**config.mk**
```make
export PLATFORM = sky130hd
export DESIGN_NAME = sadc_top
export DESIGN_NICKNAME = d
export VERILOG_FILES = /design/src/core/sadc_pkg.sv /design/src/core/sadc_top.sv
export SDC_FILE = /design/constraint.sdc
export NUM_CORES = 1
export LEC_CHECK = 0
export BUFFER_PORTS_ARGS = -buffer_cell sky130_fd_sc_hd__buf_2
export CAP_MARGIN = 20
export CORE_ASPECT_RATIO = 0.6
export CORE_UTILIZATION = 45
export DETAILED_ROUTE_END_ITERATION = 12
export HOLD_SLACK_MARGIN = 0.15
export PLACE_DENSITY = 0.72
export SYNTH_ARGS = -nofsm -noshare
export SYNTH_HDL_FRONTEND = slang
export SYNTH_SLANG_ARGS = --single-unit
export TNS_END_PERCENT = 50
```
**constraint.sdc**
```tcl
create_clock -name pclk -period 2.9 [get_ports pclk]
set_clock_uncertainty 0.1 [all_clocks]
set_input_delay 0.725 -clock pclk [delete_from_list [all_inputs] [get_ports pclk]]
set_output_delay 0.725 -clock pclk [all_outputs]
set_load 0.02 [all_outputs]
```
**src/core/sadc_pkg.sv**
```systemverilog
`default_nettype none
package sadc_pkg;
    // apb byte offsets
    localparam logic [11:0] OFS_RES_HIGH = 12'h000;
    localparam logic [11:0] OFS_RES_LOW = 12'h004;
    localparam logic [11:0] OFS_CTRL_A = 12'h008;
    localparam logic [11:0] OFS_CTRL_B = 12'h00c;
    localparam logic [11:0] OFS_CTRL_C = 12'h010;
    localparam logic [11:0] OFS_INT_STATUS = 12'h014;
    localparam logic [11:0] OFS_INT_MASK = 12'h018;
    // conv_control_a fields
    localparam int BIT_START = 7;
    localparam int BIT_BUSY = 6;
    localparam int BIT_ENABLE = 5;
    localparam int BIT_JUSTIFY = 4;
    localparam int POS_EXT_CH = 0;
    // conv_control_b fields
    localparam int POS_SRC = 4;
    localparam int POS_CLKDIV = 0;
    // conv_control_c fields
    localparam int BIT_AMP_EN = 7;
    localparam int BIT_AMP_IN = 4;
    localparam int POS_REF = 2;
    localparam int POS_GAIN = 0;
    // interrupt status bits
    localparam int BIT_IRQ_DONE = 0;
    localparam int BIT_IRQ_REFUSED = 1;
    // reset values
    localparam logic [7:0] RST_CTRL_A = 8'h00;
    localparam logic [7:0] RST_CTRL_B = 8'h00;
    localparam logic [7:0] RST_CTRL_C = 8'h00;
    localparam logic [11:0] RST_RESULT = 12'h000;
    localparam logic [1:0] RST_IRQ = 2'h0;
    // highest channel codes per variant
    localparam logic [3:0] MAX_CH_TWELVE = 4'hb;
    localparam logic [3:0] MAX_CH_NINE = 4'h8;
endpackage
`default_nettype wire

```
**src/core/sadc_top.sv**
```systemverilog
// Operation
// result is 12 bits held over high and low bytes, readable directly.
// justify 0: high byte gets bits 11..4, low upper nibble bits 3..0.
// justify 1: high low nibble bits 11..8, low byte bits 7..0; rest zero.
// converter disabled keeps both result bytes unchanged.
// start bit written high then low launches a conversion.
// busy flag sets on launch, clears when conversion completes.
// enable bit powers converter; cleared switches it off.
// twelve-channel variant: codes 0..11 select inputs, 12..15 float.
// nine-channel variant: codes 0..8 select inputs, 9..15 float.
// source field picks external, supply fractions, amplifier fractions or ground.
// internal source always disconnects the external channel path.
// clock field divides system clock by 1 to 128 in powers of two.
// control b bit 3 reads zero, writes ignored.
// pin chosen as analog input loses shared function and pull-high.
// software reads results only after busy returns low.
// control c holds amp enable, amp input, reference and gain fields.
// power-on reset clears every implemented control bit.
// result is written no later than the cycle busy clears.
//
// Decided for this implementation: the APB interface to the registers and the placing of the registers.
`default_nettype none
module sadc_top #(
    parameter bit NINE_CHANNEL = 1'b0
) (
    // clock and reset
    input wire logic pclk,
    input wire logic presetn,
    // apb slave
    input wire logic psel,
    input wire logic penable,
    input wire logic pwrite,
    input wire logic [11:0] paddr,
    input wire logic [31:0] pwdata,
    output logic [31:0] prdata,
    output logic pready,
    output logic pslverr,
    // converter core
    input wire logic conv_done,
    input wire logic [11:0] conv_data,
    output logic conv_power_on,
    output logic conv_start,
    output logic conv_clk_en,
    // input routing
    output logic ext_path_on,
    output logic [11:0] ext_ch_connect,
    output logic [11:0] pin_analog_mode,
    output logic [3:0] int_src_code,
    // amplifier and reference
    output logic amp_enable,
    output logic amp_input_sel,
    output logic [1:0] reference_sel,
    output logic [1:0] amp_gain_sel,
    // interrupt
    output logic irq
);

    typedef struct packed {
        // control a fields
        logic start;
        logic busy;
        logic enable;
        logic justify;
        logic [3:0] ext_ch;
        // control b fields
        logic [3:0] src;
        logic [2:0] clkdiv;
        // control c fields
        logic amp_en;
        logic amp_in;
        logic [1:0] ref_sel;
        logic [1:0] gain;
        // result and interrupt state
        logic [11:0] result;
        logic [1:0] sts;
        logic [1:0] mask;
        // conversion clock
        logic [6:0] prescale;
        logic clk_en;
        // converter and routing outputs
        logic cstart;
        logic ext_on;
        logic [11:0] ch_connect;
        logic [11:0] pin_mode;
        logic [3:0] int_code;
        // bus answer and interrupt line
        logic [31:0] rdata;
        logic ready;
        logic slverr;
        logic irq;
    } sadc_state_s;

    sadc_state_s s;
    sadc_state_s next_s;

    // variant sets the highest channel code that reaches a pin
    logic [3:0] max_ch;
    assign max_ch = NINE_CHANNEL ? sadc_pkg::MAX_CH_NINE : sadc_pkg::MAX_CH_TWELVE;

    always_comb begin
        logic setup;
        logic wr;
        logic rd;
        logic hit;
        logic launch;
        logic internal;
        logic chan_ok;
        logic [6:0] div_mask;
        logic [7:0] res_hi;
        logic [7:0] res_lo;
        logic [7:0] rval;
        logic [11:0] ch_onehot;
        setup = 1'b0;
        wr = 1'b0;
        rd = 1'b0;
        hit = 1'b0;
        launch = 1'b0;
        internal = 1'b0;
        chan_ok = 1'b0;
        div_mask = 7'h00;
        res_hi = 8'h00;
        res_lo = 8'h00;
        rval = 8'h00;
        ch_onehot = 12'h000;
        next_s = s;
        next_s.cstart = 1'b0;

        setup = psel & ~penable;
        wr = psel & penable & s.ready & pwrite;
        rd = psel & penable & s.ready & ~pwrite;

        // result view depends on the current justification
        if (s.justify) begin
            res_hi = {4'h0, s.result[11:8]};
            res_lo = s.result[7:0];
        end else begin
            res_hi = s.result[11:4];
            res_lo = {s.result[3:0], 4'h0};
        end

        case (paddr)
            sadc_pkg::OFS_RES_HIGH: begin
                hit = 1'b1;
                rval = res_hi;
            end
            sadc_pkg::OFS_RES_LOW: begin
                hit = 1'b1;
                rval = res_lo;
            end
            sadc_pkg::OFS_CTRL_A: begin
                hit = 1'b1;
                rval[sadc_pkg::BIT_START] = s.start;
                rval[sadc_pkg::BIT_BUSY] = s.busy;
                rval[sadc_pkg::BIT_ENABLE] = s.enable;
                rval[sadc_pkg::BIT_JUSTIFY] = s.justify;
                rval[sadc_pkg::POS_EXT_CH +: 4] = s.ext_ch;
            end
            sadc_pkg::OFS_CTRL_B: begin
                hit = 1'b1;
                // bit 3 keeps its cleared value
                rval[sadc_pkg::POS_SRC +: 4] = s.src;
                rval[sadc_pkg::POS_CLKDIV +: 3] = s.clkdiv;
            end
            sadc_pkg::OFS_CTRL_C: begin
                hit = 1'b1;
                rval[sadc_pkg::BIT_AMP_EN] = s.amp_en;
                rval[sadc_pkg::BIT_AMP_IN] = s.amp_in;
                rval[sadc_pkg::POS_REF +: 2] = s.ref_sel;
                rval[sadc_pkg::POS_GAIN +: 2] = s.gain;
            end
            sadc_pkg::OFS_INT_STATUS: begin
                hit = 1'b1;
                rval = {6'h00, s.sts};
            end
            sadc_pkg::OFS_INT_MASK: begin
                hit = 1'b1;
                rval = {6'h00, s.mask};
            end
            default: begin
                hit = 1'b0;
                rval = 8'h00;
            end
        endcase

        // zero wait state: answer registered during setup, shown in access
        next_s.ready = setup;
        next_s.slverr = setup & ~hit;
        next_s.rdata = (setup & ~pwrite) ? {24'h000000, rval} : 32'h00000000;

        if (wr) begin
            case (paddr)
                sadc_pkg::OFS_CTRL_A: begin
                    next_s.start = pwdata[sadc_pkg::BIT_START];
                    launch = s.start & ~pwdata[sadc_pkg::BIT_START];
                    next_s.enable = pwdata[sadc_pkg::BIT_ENABLE];
                    next_s.justify = pwdata[sadc_pkg::BIT_JUSTIFY];
                    next_s.ext_ch = pwdata[sadc_pkg::POS_EXT_CH +: 4];
                end
                sadc_pkg::OFS_CTRL_B: begin
                    next_s.src = pwdata[sadc_pkg::POS_SRC +: 4];
                    next_s.clkdiv = pwdata[sadc_pkg::POS_CLKDIV +: 3];
                end
                sadc_pkg::OFS_CTRL_C: begin
                    next_s.amp_en = pwdata[sadc_pkg::BIT_AMP_EN];
                    next_s.amp_in = pwdata[sadc_pkg::BIT_AMP_IN];
                    next_s.ref_sel = pwdata[sadc_pkg::POS_REF +: 2];
                    next_s.gain = pwdata[sadc_pkg::POS_GAIN +: 2];
                end
                sadc_pkg::OFS_RES_HIGH, sadc_pkg::OFS_RES_LOW: begin
                    // result bytes only change on a finished conversion
                    next_s.result = s.result;
                end
                sadc_pkg::OFS_INT_STATUS: begin
                    // status bits only clear by reading
                    next_s.sts = s.sts;
                end
                sadc_pkg::OFS_INT_MASK: begin
                    next_s.mask = pwdata[1:0];
                end
                default: begin
                    next_s.mask = next_s.mask;
                end
            endcase
        end

        // clear only what the read reported; later events still set
        if (rd && paddr == sadc_pkg::OFS_INT_STATUS) begin
            next_s.sts = s.sts & ~s.rdata[1:0];
        end

        // a refused launch is flagged, never queued
        if (launch) begin
            if (s.enable && !s.busy) begin
                next_s.busy = 1'b1;
                next_s.cstart = 1'b1;
            end else begin
                next_s.sts[sadc_pkg::BIT_IRQ_REFUSED] = 1'b1;
            end
        end

        if (s.busy) begin
            if (!s.enable) begin
                // aborted by power-down: old result stays
                next_s.busy = 1'b0;
            end else if (conv_done) begin
                next_s.result = conv_data;
                next_s.busy = 1'b0;
                next_s.sts[sadc_pkg::BIT_IRQ_DONE] = 1'b1;
            end
        end

        // conversion clock prescaler
        // free-running count: every ratio's period divides its wrap
        case (s.clkdiv)
            3'h0: div_mask = 7'h00;
            3'h1: div_mask = 7'h01;
            3'h2: div_mask = 7'h03;
            3'h3: div_mask = 7'h07;
            3'h4: div_mask = 7'h0f;
            3'h5: div_mask = 7'h1f;
            3'h6: div_mask = 7'h3f;
            3'h7: div_mask = 7'h7f;
            default: div_mask = 7'h7f;
        endcase
        if (s.enable) begin
            next_s.prescale = s.prescale + 7'h01;
            next_s.clk_en = (s.prescale & div_mask) == div_mask;
        end else begin
            next_s.prescale = 7'h00;
            next_s.clk_en = 1'b0;
        end

        // source decode: 0000, 0100 and 11xx are external
        case (s.src)
            4'h0, 4'h4: begin
                internal = 1'b0;
            end
            // supply, half supply, quarter supply
            4'h1, 4'h2, 4'h3: begin
                internal = 1'b1;
            end
            // amplifier output, half, quarter
            4'h5, 4'h6, 4'h7: begin
                internal = 1'b1;
            end
            // tied to ground
            4'h8, 4'h9, 4'ha, 4'hb: begin
                internal = 1'b1;
            end
            default: begin
                internal = 1'b0;
            end
        endcase
        chan_ok = s.ext_ch <= max_ch;
        // one pin per code; codes past the last pin select nothing
        case (s.ext_ch)
            4'h0: begin
                ch_onehot = 12'h001;
            end
            4'h1: begin
                ch_onehot = 12'h002;
            end
            4'h2: begin
                ch_onehot = 12'h004;
            end
            4'h3: begin
                ch_onehot = 12'h008;
            end
            4'h4: begin
                ch_onehot = 12'h010;
            end
            4'h5: begin
                ch_onehot = 12'h020;
            end
            4'h6: begin
                ch_onehot = 12'h040;
            end
            4'h7: begin
                ch_onehot = 12'h080;
            end
            4'h8: begin
                ch_onehot = 12'h100;
            end
            4'h9: begin
                ch_onehot = 12'h200;
            end
            4'ha: begin
                ch_onehot = 12'h400;
            end
            4'hb: begin
                ch_onehot = 12'h800;
            end
            default: begin
                ch_onehot = 12'h000;
            end
        endcase
        next_s.ext_on = s.enable & ~internal & chan_ok;
        next_s.ch_connect = next_s.ext_on ? ch_onehot : 12'h000;
        // analog pins drop digital function and pull-high
        next_s.pin_mode = (chan_ok & ~internal) ? ch_onehot : 12'h000;
        next_s.int_code = (s.enable & internal) ? s.src : 4'h0;

        next_s.irq = |(next_s.sts & next_s.mask);
    end

    // every field clears asynchronously so outputs sit low through reset
    always_ff @(posedge pclk or negedge presetn) begin
        if (!presetn) begin
            s <= '0;
            s.busy <= sadc_pkg::RST_CTRL_A[sadc_pkg::BIT_BUSY];
            s.justify <= sadc_pkg::RST_CTRL_A[sadc_pkg::BIT_JUSTIFY];
            s.amp_in <= sadc_pkg::RST_CTRL_C[sadc_pkg::BIT_AMP_IN];
            s.ref_sel <= sadc_pkg::RST_CTRL_C[sadc_pkg::POS_REF +: 2];
            s.gain <= sadc_pkg::RST_CTRL_C[sadc_pkg::POS_GAIN +: 2];
            s.start <= sadc_pkg::RST_CTRL_A[sadc_pkg::BIT_START];
            s.enable <= sadc_pkg::RST_CTRL_A[sadc_pkg::BIT_ENABLE];
            s.ext_ch <= sadc_pkg::RST_CTRL_A[3:0];
            s.src <= sadc_pkg::RST_CTRL_B[7:4];
            s.clkdiv <= sadc_pkg::RST_CTRL_B[2:0];
            s.amp_en <= sadc_pkg::RST_CTRL_C[sadc_pkg::BIT_AMP_EN];
            s.result <= sadc_pkg::RST_RESULT;
            s.sts <= sadc_pkg::RST_IRQ;
            s.mask <= sadc_pkg::RST_IRQ;
        end else begin
            s <= next_s;
        end
    end

    assign prdata = s.rdata;
    assign pready = s.ready;
    assign pslverr = s.slverr;
    assign conv_power_on = s.enable;
    assign conv_start = s.cstart;
    assign conv_clk_en = s.clk_en;
    assign ext_path_on = s.ext_on;
    assign ext_ch_connect = s.ch_connect;
    assign pin_analog_mode = s.pin_mode;
    assign int_src_code = s.int_code;
    assign amp_enable = s.amp_en;
    assign amp_input_sel = s.amp_in;
    assign reference_sel = s.ref_sel;
    assign amp_gain_sel = s.gain;
    assign irq = s.irq;

endmodule
`default_nettype wire

```
-- Word level (Yosys, flattened, before mapping)
Memory sizes are Yosys's and may differ from the RTL's.
Cells that the tools add are included.
- register bits: 86
- bits in read-only memories: 264
- bits of input ports: 62
- logic and storage cells: 100
- memories: 3
- memory list (memory ; words ; bits a word ; read ports ; clocked after Yosys merged registers in ; wr ports ; RTL line ; text):
    (no name shown) ; 16 ; 12 ; 1 ; 0 ; 0 ; sadc_top.sv:296 ; case (s.ext_ch)
    (no name shown) ; 8 ; 7 ; 1 ; 0 ; 0 ; sadc_top.sv:254 ; case (s.clkdiv)
    (no name shown) ; 16 ; 1 ; 1 ; 0 ; 0 ; sadc_top.sv:274 ; case (s.src)
- add/subtract/negate cells: 1
- $lt $le $gt $ge: 1
- eq/ne operators: 7
- muxes and demuxes: 33
- bitwise logic cells: 21
- reduce and logical (&&, ||, !) cells: 9
- operators with widths (operator ; number):
    $mux W12 ; 5
    $eq A12 B5 Y1 const B ; 3
    $mux W8 ; 4
    $eq A12 B4 Y1 const B ; 2
    $pmux W3 S7 ; 1
    $mux W1 ; 15
    $and A1 B1 Y1 ; 12
    $eq A12 B3 Y1 const B ; 1
    $logic_not A12 Y1 ; 1
    $pmux W1 S5 ; 2
    $pmux W2 S4 ; 1
    $add A7 B1 Y7 const B ; 1
    $and A7 B7 Y7 ; 1
    $eq A7 B7 Y1 ; 1
    $reduce_or A7 Y1 ; 1
    $mux W2 ; 3
    $reduce_and A2 Y1 ; 3
    $not A1 Y1 ; 5
    $and A2 B2 Y2 ; 2
    $le A4 B4 Y1 const B ; 1
    $mux W4 ; 1
    $pmux W1 S4 ; 1
    $logic_and A1 B1 Y1 ; 2
    $not A2 Y2 ; 1
    2 further kinds ; 2

-- Depth between registers and ports, before layout
- depth after elaboration: 10
- gate-level depth with buffers: 6
- gate-level depth less buffers: 5

-- Worst setup path before layout
No wires, ideal clock.
- path type: input -> register
- from: in paddr[9]
- to: reg s[100] (netlist name)
- setup time: 0.125 ns
- arrival: 1.980 ns
- data required time: 2.675 ns
- slack: 0.695 ns
- stages on the path: 5
- buffers on the path: 0
- path through: nor4_4 nand2_1 nor4_4 nand2_4 mux2_4
- longest elaborated chain between the ends: 2
- ends and longest elaborated chain (what ; RTL line ; text):
    from (decl) ; sadc_top.sv:33 ; input wire logic [11:0] paddr,
    $eq A12 B4 Y1 ; sadc_top.sv:191 ; case (paddr)
    $reduce_and A2 Y1 (no source line) ; -- ;
    to (signal assigned) ; sadc_top.sv:365 ; s <= next_s;
    to (decl) ; sadc_top.sv:93 ; sadc_state_s s;
No other way between the ends.
A chain may end at the register's enable or synchronous reset.

-- Final worst setup path
- from: in paddr[9]
- to: reg s[95] (netlist name)
Same word-level chain as after synthesis.

==> flow_metrics.tcl <==
set metrics [dict create \
    outcome "complete, but fails checks" \
    violations "DRC" \
    syn_avg_cell_area_um2 11.32 \
    synthFlopType "dfrtp_1" \
    path_max_fanout 7 \
    worstMarginPinSlew_ps 679.2 \
    drc 2 \
    clock-root-buffer "clkbuf_16" \
    crit_path_start_kind "input pin" \
    first_iter_violations 250 \
    num_vias 2827 \
    die_w_um 127.6 \
    netlist_area_um2 4258 \
    max_slew_margin_pct 54.60 \
    reg2reg_slack_ps 870 \
    period_needed_ps 2225 \
    holdCritPathClass "in -> async" \
    switchingPower_mw 0.5520 \
    place_congestion 0.8560 \
    p_per_area_nw_per_um2 521.4 \
    die_h_um 77.35 \
    ys_async_sr_fraction_pct 100.0 \
    fin_setup_tns_ps 0 \
    cp.arrival_ps 2350 \
    post_cts_resized 0 \
    cp-end-kind "flip-flop" \
    synthToLayoutAreaGrowth_pct 11.64 \
    cts_tree "built" \
    diodes 0 \
    worst-setup-path-type "in -> reg" \
    pin_count 135 \
    synth_area_leaders "dfrtp_1, buf_4, mux2_2, nor2_1, mux2_4" \
    grt_max_degree 45 \
    antenna_left 0 \
    clockBufferDepth 2 \
    yosysWarnings 0 \
    synth_edf_count 0 \
    overflow 0 \
    coreArea_um2 9189 \
    synth_top_area_share_pct 50.54 \
    grt_util_all_layers_pct 20.20 \
    r2r_cells 6 \
    p_clk_share_pct 46.5 \
    maxCapViolCount 0 \
    antenna_found_initial 0 \
    io_buffers 86 \
    insertion_delay_ps 340 \
    vdd.ir_drop.worst_mv 0.2736 \
    dieArea_um2 9867 \
    crit_chain "buf_2, nor4_4, nand2_1, nor4_4, nand2_4, mux2_4" \
    clkSlewWorstSetupHoldPaths_ps 60 \
    first_pass_iters 9 \
    rows 27 \
    yosysMostFrequentCell "dfrtp_1" \
    required_ps 3020 \
    synthCells 376 \
    synth-seq-cells 86 \
    pwr-share-comb_pct 5.0 \
    crit_top_cell "nor4_4" \
    synth_common_cells "dfrtp_1, buf_4, nor2_1, mux2_2" \
    clock-sinks 86 \
    timing.final.crit_share_pct 76.72 \
    slowest_delay_ps 420 \
    grt_pass1_wl_um 14880 \
    rr_startpoint "s[99]$_DFFE_PN0P_" \
    reg2reg_to "ext_ch_connect[4]$_DFF_PN0_" \
    htree_levels 3 \
    dp_hpwl_um 7020 \
    crit_path_top_delay_cell "nor4_4" \
    grt_setup_unrepaired "no" \
    setup_violations 0 \
    vias_per_cell 5.048 \
    ys_seq_area_share_pct 50.54 \
    seq_power_share_pct 48.5 \
    routedWlPerCell_um 16.69 \
    postCtsHoldBufs 0 \
    cts_setup_buffers 0 \
    timing.fmax_mhz 449.5 \
    drv_slew 0 \
    nets 488 \
    cts_buffers 9 \
    ys_types 58 \
    layout-drive-gt1-share_pct 36.05 \
    p_leak_nw 2.416 \
    hold_violations 0 \
    drt-total-wl_um 9345 \
    fin_util_pct 51.73 \
    grt_pass1_vias 2775 \
    yosysTopAreaCell "dfrtp_1" \
    netSwitchingFraction_pct 22.28 \
    p_int_mw 1.926 \
    initial_core_util_pct 46.34 \
]
through the flow:
stage	hold WS, ps	total power, mW	setup WS (ps)	instance area, um^2	std cells
floorplan	329.4	1.304	695.3	4344	399
global placement	387.5	1.347	359.9	4453	544
detailed placement	395.5	1.349	310.1	4453	544
CTS	283.1	2.506	661.2	4753	560
global route	293.5	2.577	541.6	4753	560
finish	268.4	2.478	675.2	4753	560
worst max-delay path: cells and delay by family:
family                 cells  cell delay [ps]
multiplexers               1              340
AND/OR/NAND/NOR            4             1170
buffers and inverters      1              110
how the worst max path moves through the flow:
stage	from	endpoint	slack, ps	depth (start not counted)
2_1_floorplan	paddr[9]	s[100]$_DFFE_PN0P_	700	5
3_3_place_gp	paddr[9]	s[100]$_DFFE_PN0P_	360	6
3_5_place_dp	paddr[9]	s[95]$_DFFE_PN0P_	310	6
4_1_cts	paddr[9]	s[95]$_DFFE_PN0P_	660	6
5_1_grt	paddr[9]	s[95]$_DFFE_PN0P_	540	6
6_report	paddr[9]	s[95]$_DFFE_PN0P_	680	6
sequential cells by signal, summed over array words and instances (netlist names), 2 cells and up:
name	flops
ext_ch_connect	12
pin_analog_mode	12
s	37
prdata	8
int_src_code	4
reference_sel	2
amp_gain_sel	2
power groups by stage:
stage	logic (mW)	registers, mW	clock network [mW]
6_report	0.124	1.20	1.15
4_1_cts	0.126	1.20	1.18
3_5_place_dp	0.125	1.22	0
5_1_grt	0.137	1.20	1.24
3_3_place_gp	0.123	1.22	0
2_1_floorplan	0.0778	1.23	0
cells in the final DEF (no fill, tap or decap), types with 3 or more instances in the layout:
master      n
a21oi_1    15
a22oi_1     5
a2bb2oi_1   3
a31oi_1     4
and3_1      4
buf_2      85
buf_4       6
clkbuf_16   9
conb_1     24
dfrtp_1    86
inv_1       6
mux2_1      3
mux2_2     26
mux2_4      7
mux2i_1     8
nand2_1    15
nand2b_1    5
nand3_1     8
nand4_1     4
nor2_1     37
nor3_1      6
nor3b_1     3
o21ai_0     6
or3_1       4
cells by family after synthesis:
kind of cell,count (synthesis),share of synthesized area (%)
simple gates,110,15.60
flops,86,50.54
buf+inv,83,13.31
compound gates,47,7.318
mux,44,12.02
xor+xnor,4,0.8230
fa+ha+maj,1,0.2938
other cells,1,0.08807
metal layers:
layer	global-route usage [%]	share of wire [%]	vias up	routed length (um)
li1	-	-	1323	-
met1	29.51	49	1373	4547
met2	28.36	43	113	3989
met3	7.793	7.5	18	704
met4	4.000	1.1	0	102
met5	0	0	-	0
final cells by class:
| cell class | count | area [um^2] |
|---|---|---|
| clock buffer | 11 | 242.7 |
| clock inverter | 5 | 57.56 |
| fill | 864 | 4436 |
| inverter | 6 | 22.52 |
| multi-input combinational | 230 | 1625 |
| sequential | 86 | 2152 |
| tap | 130 | 162.7 |
| timing repair buffer | 92 | 490.5 |
(Power assumes the default switching activity.)
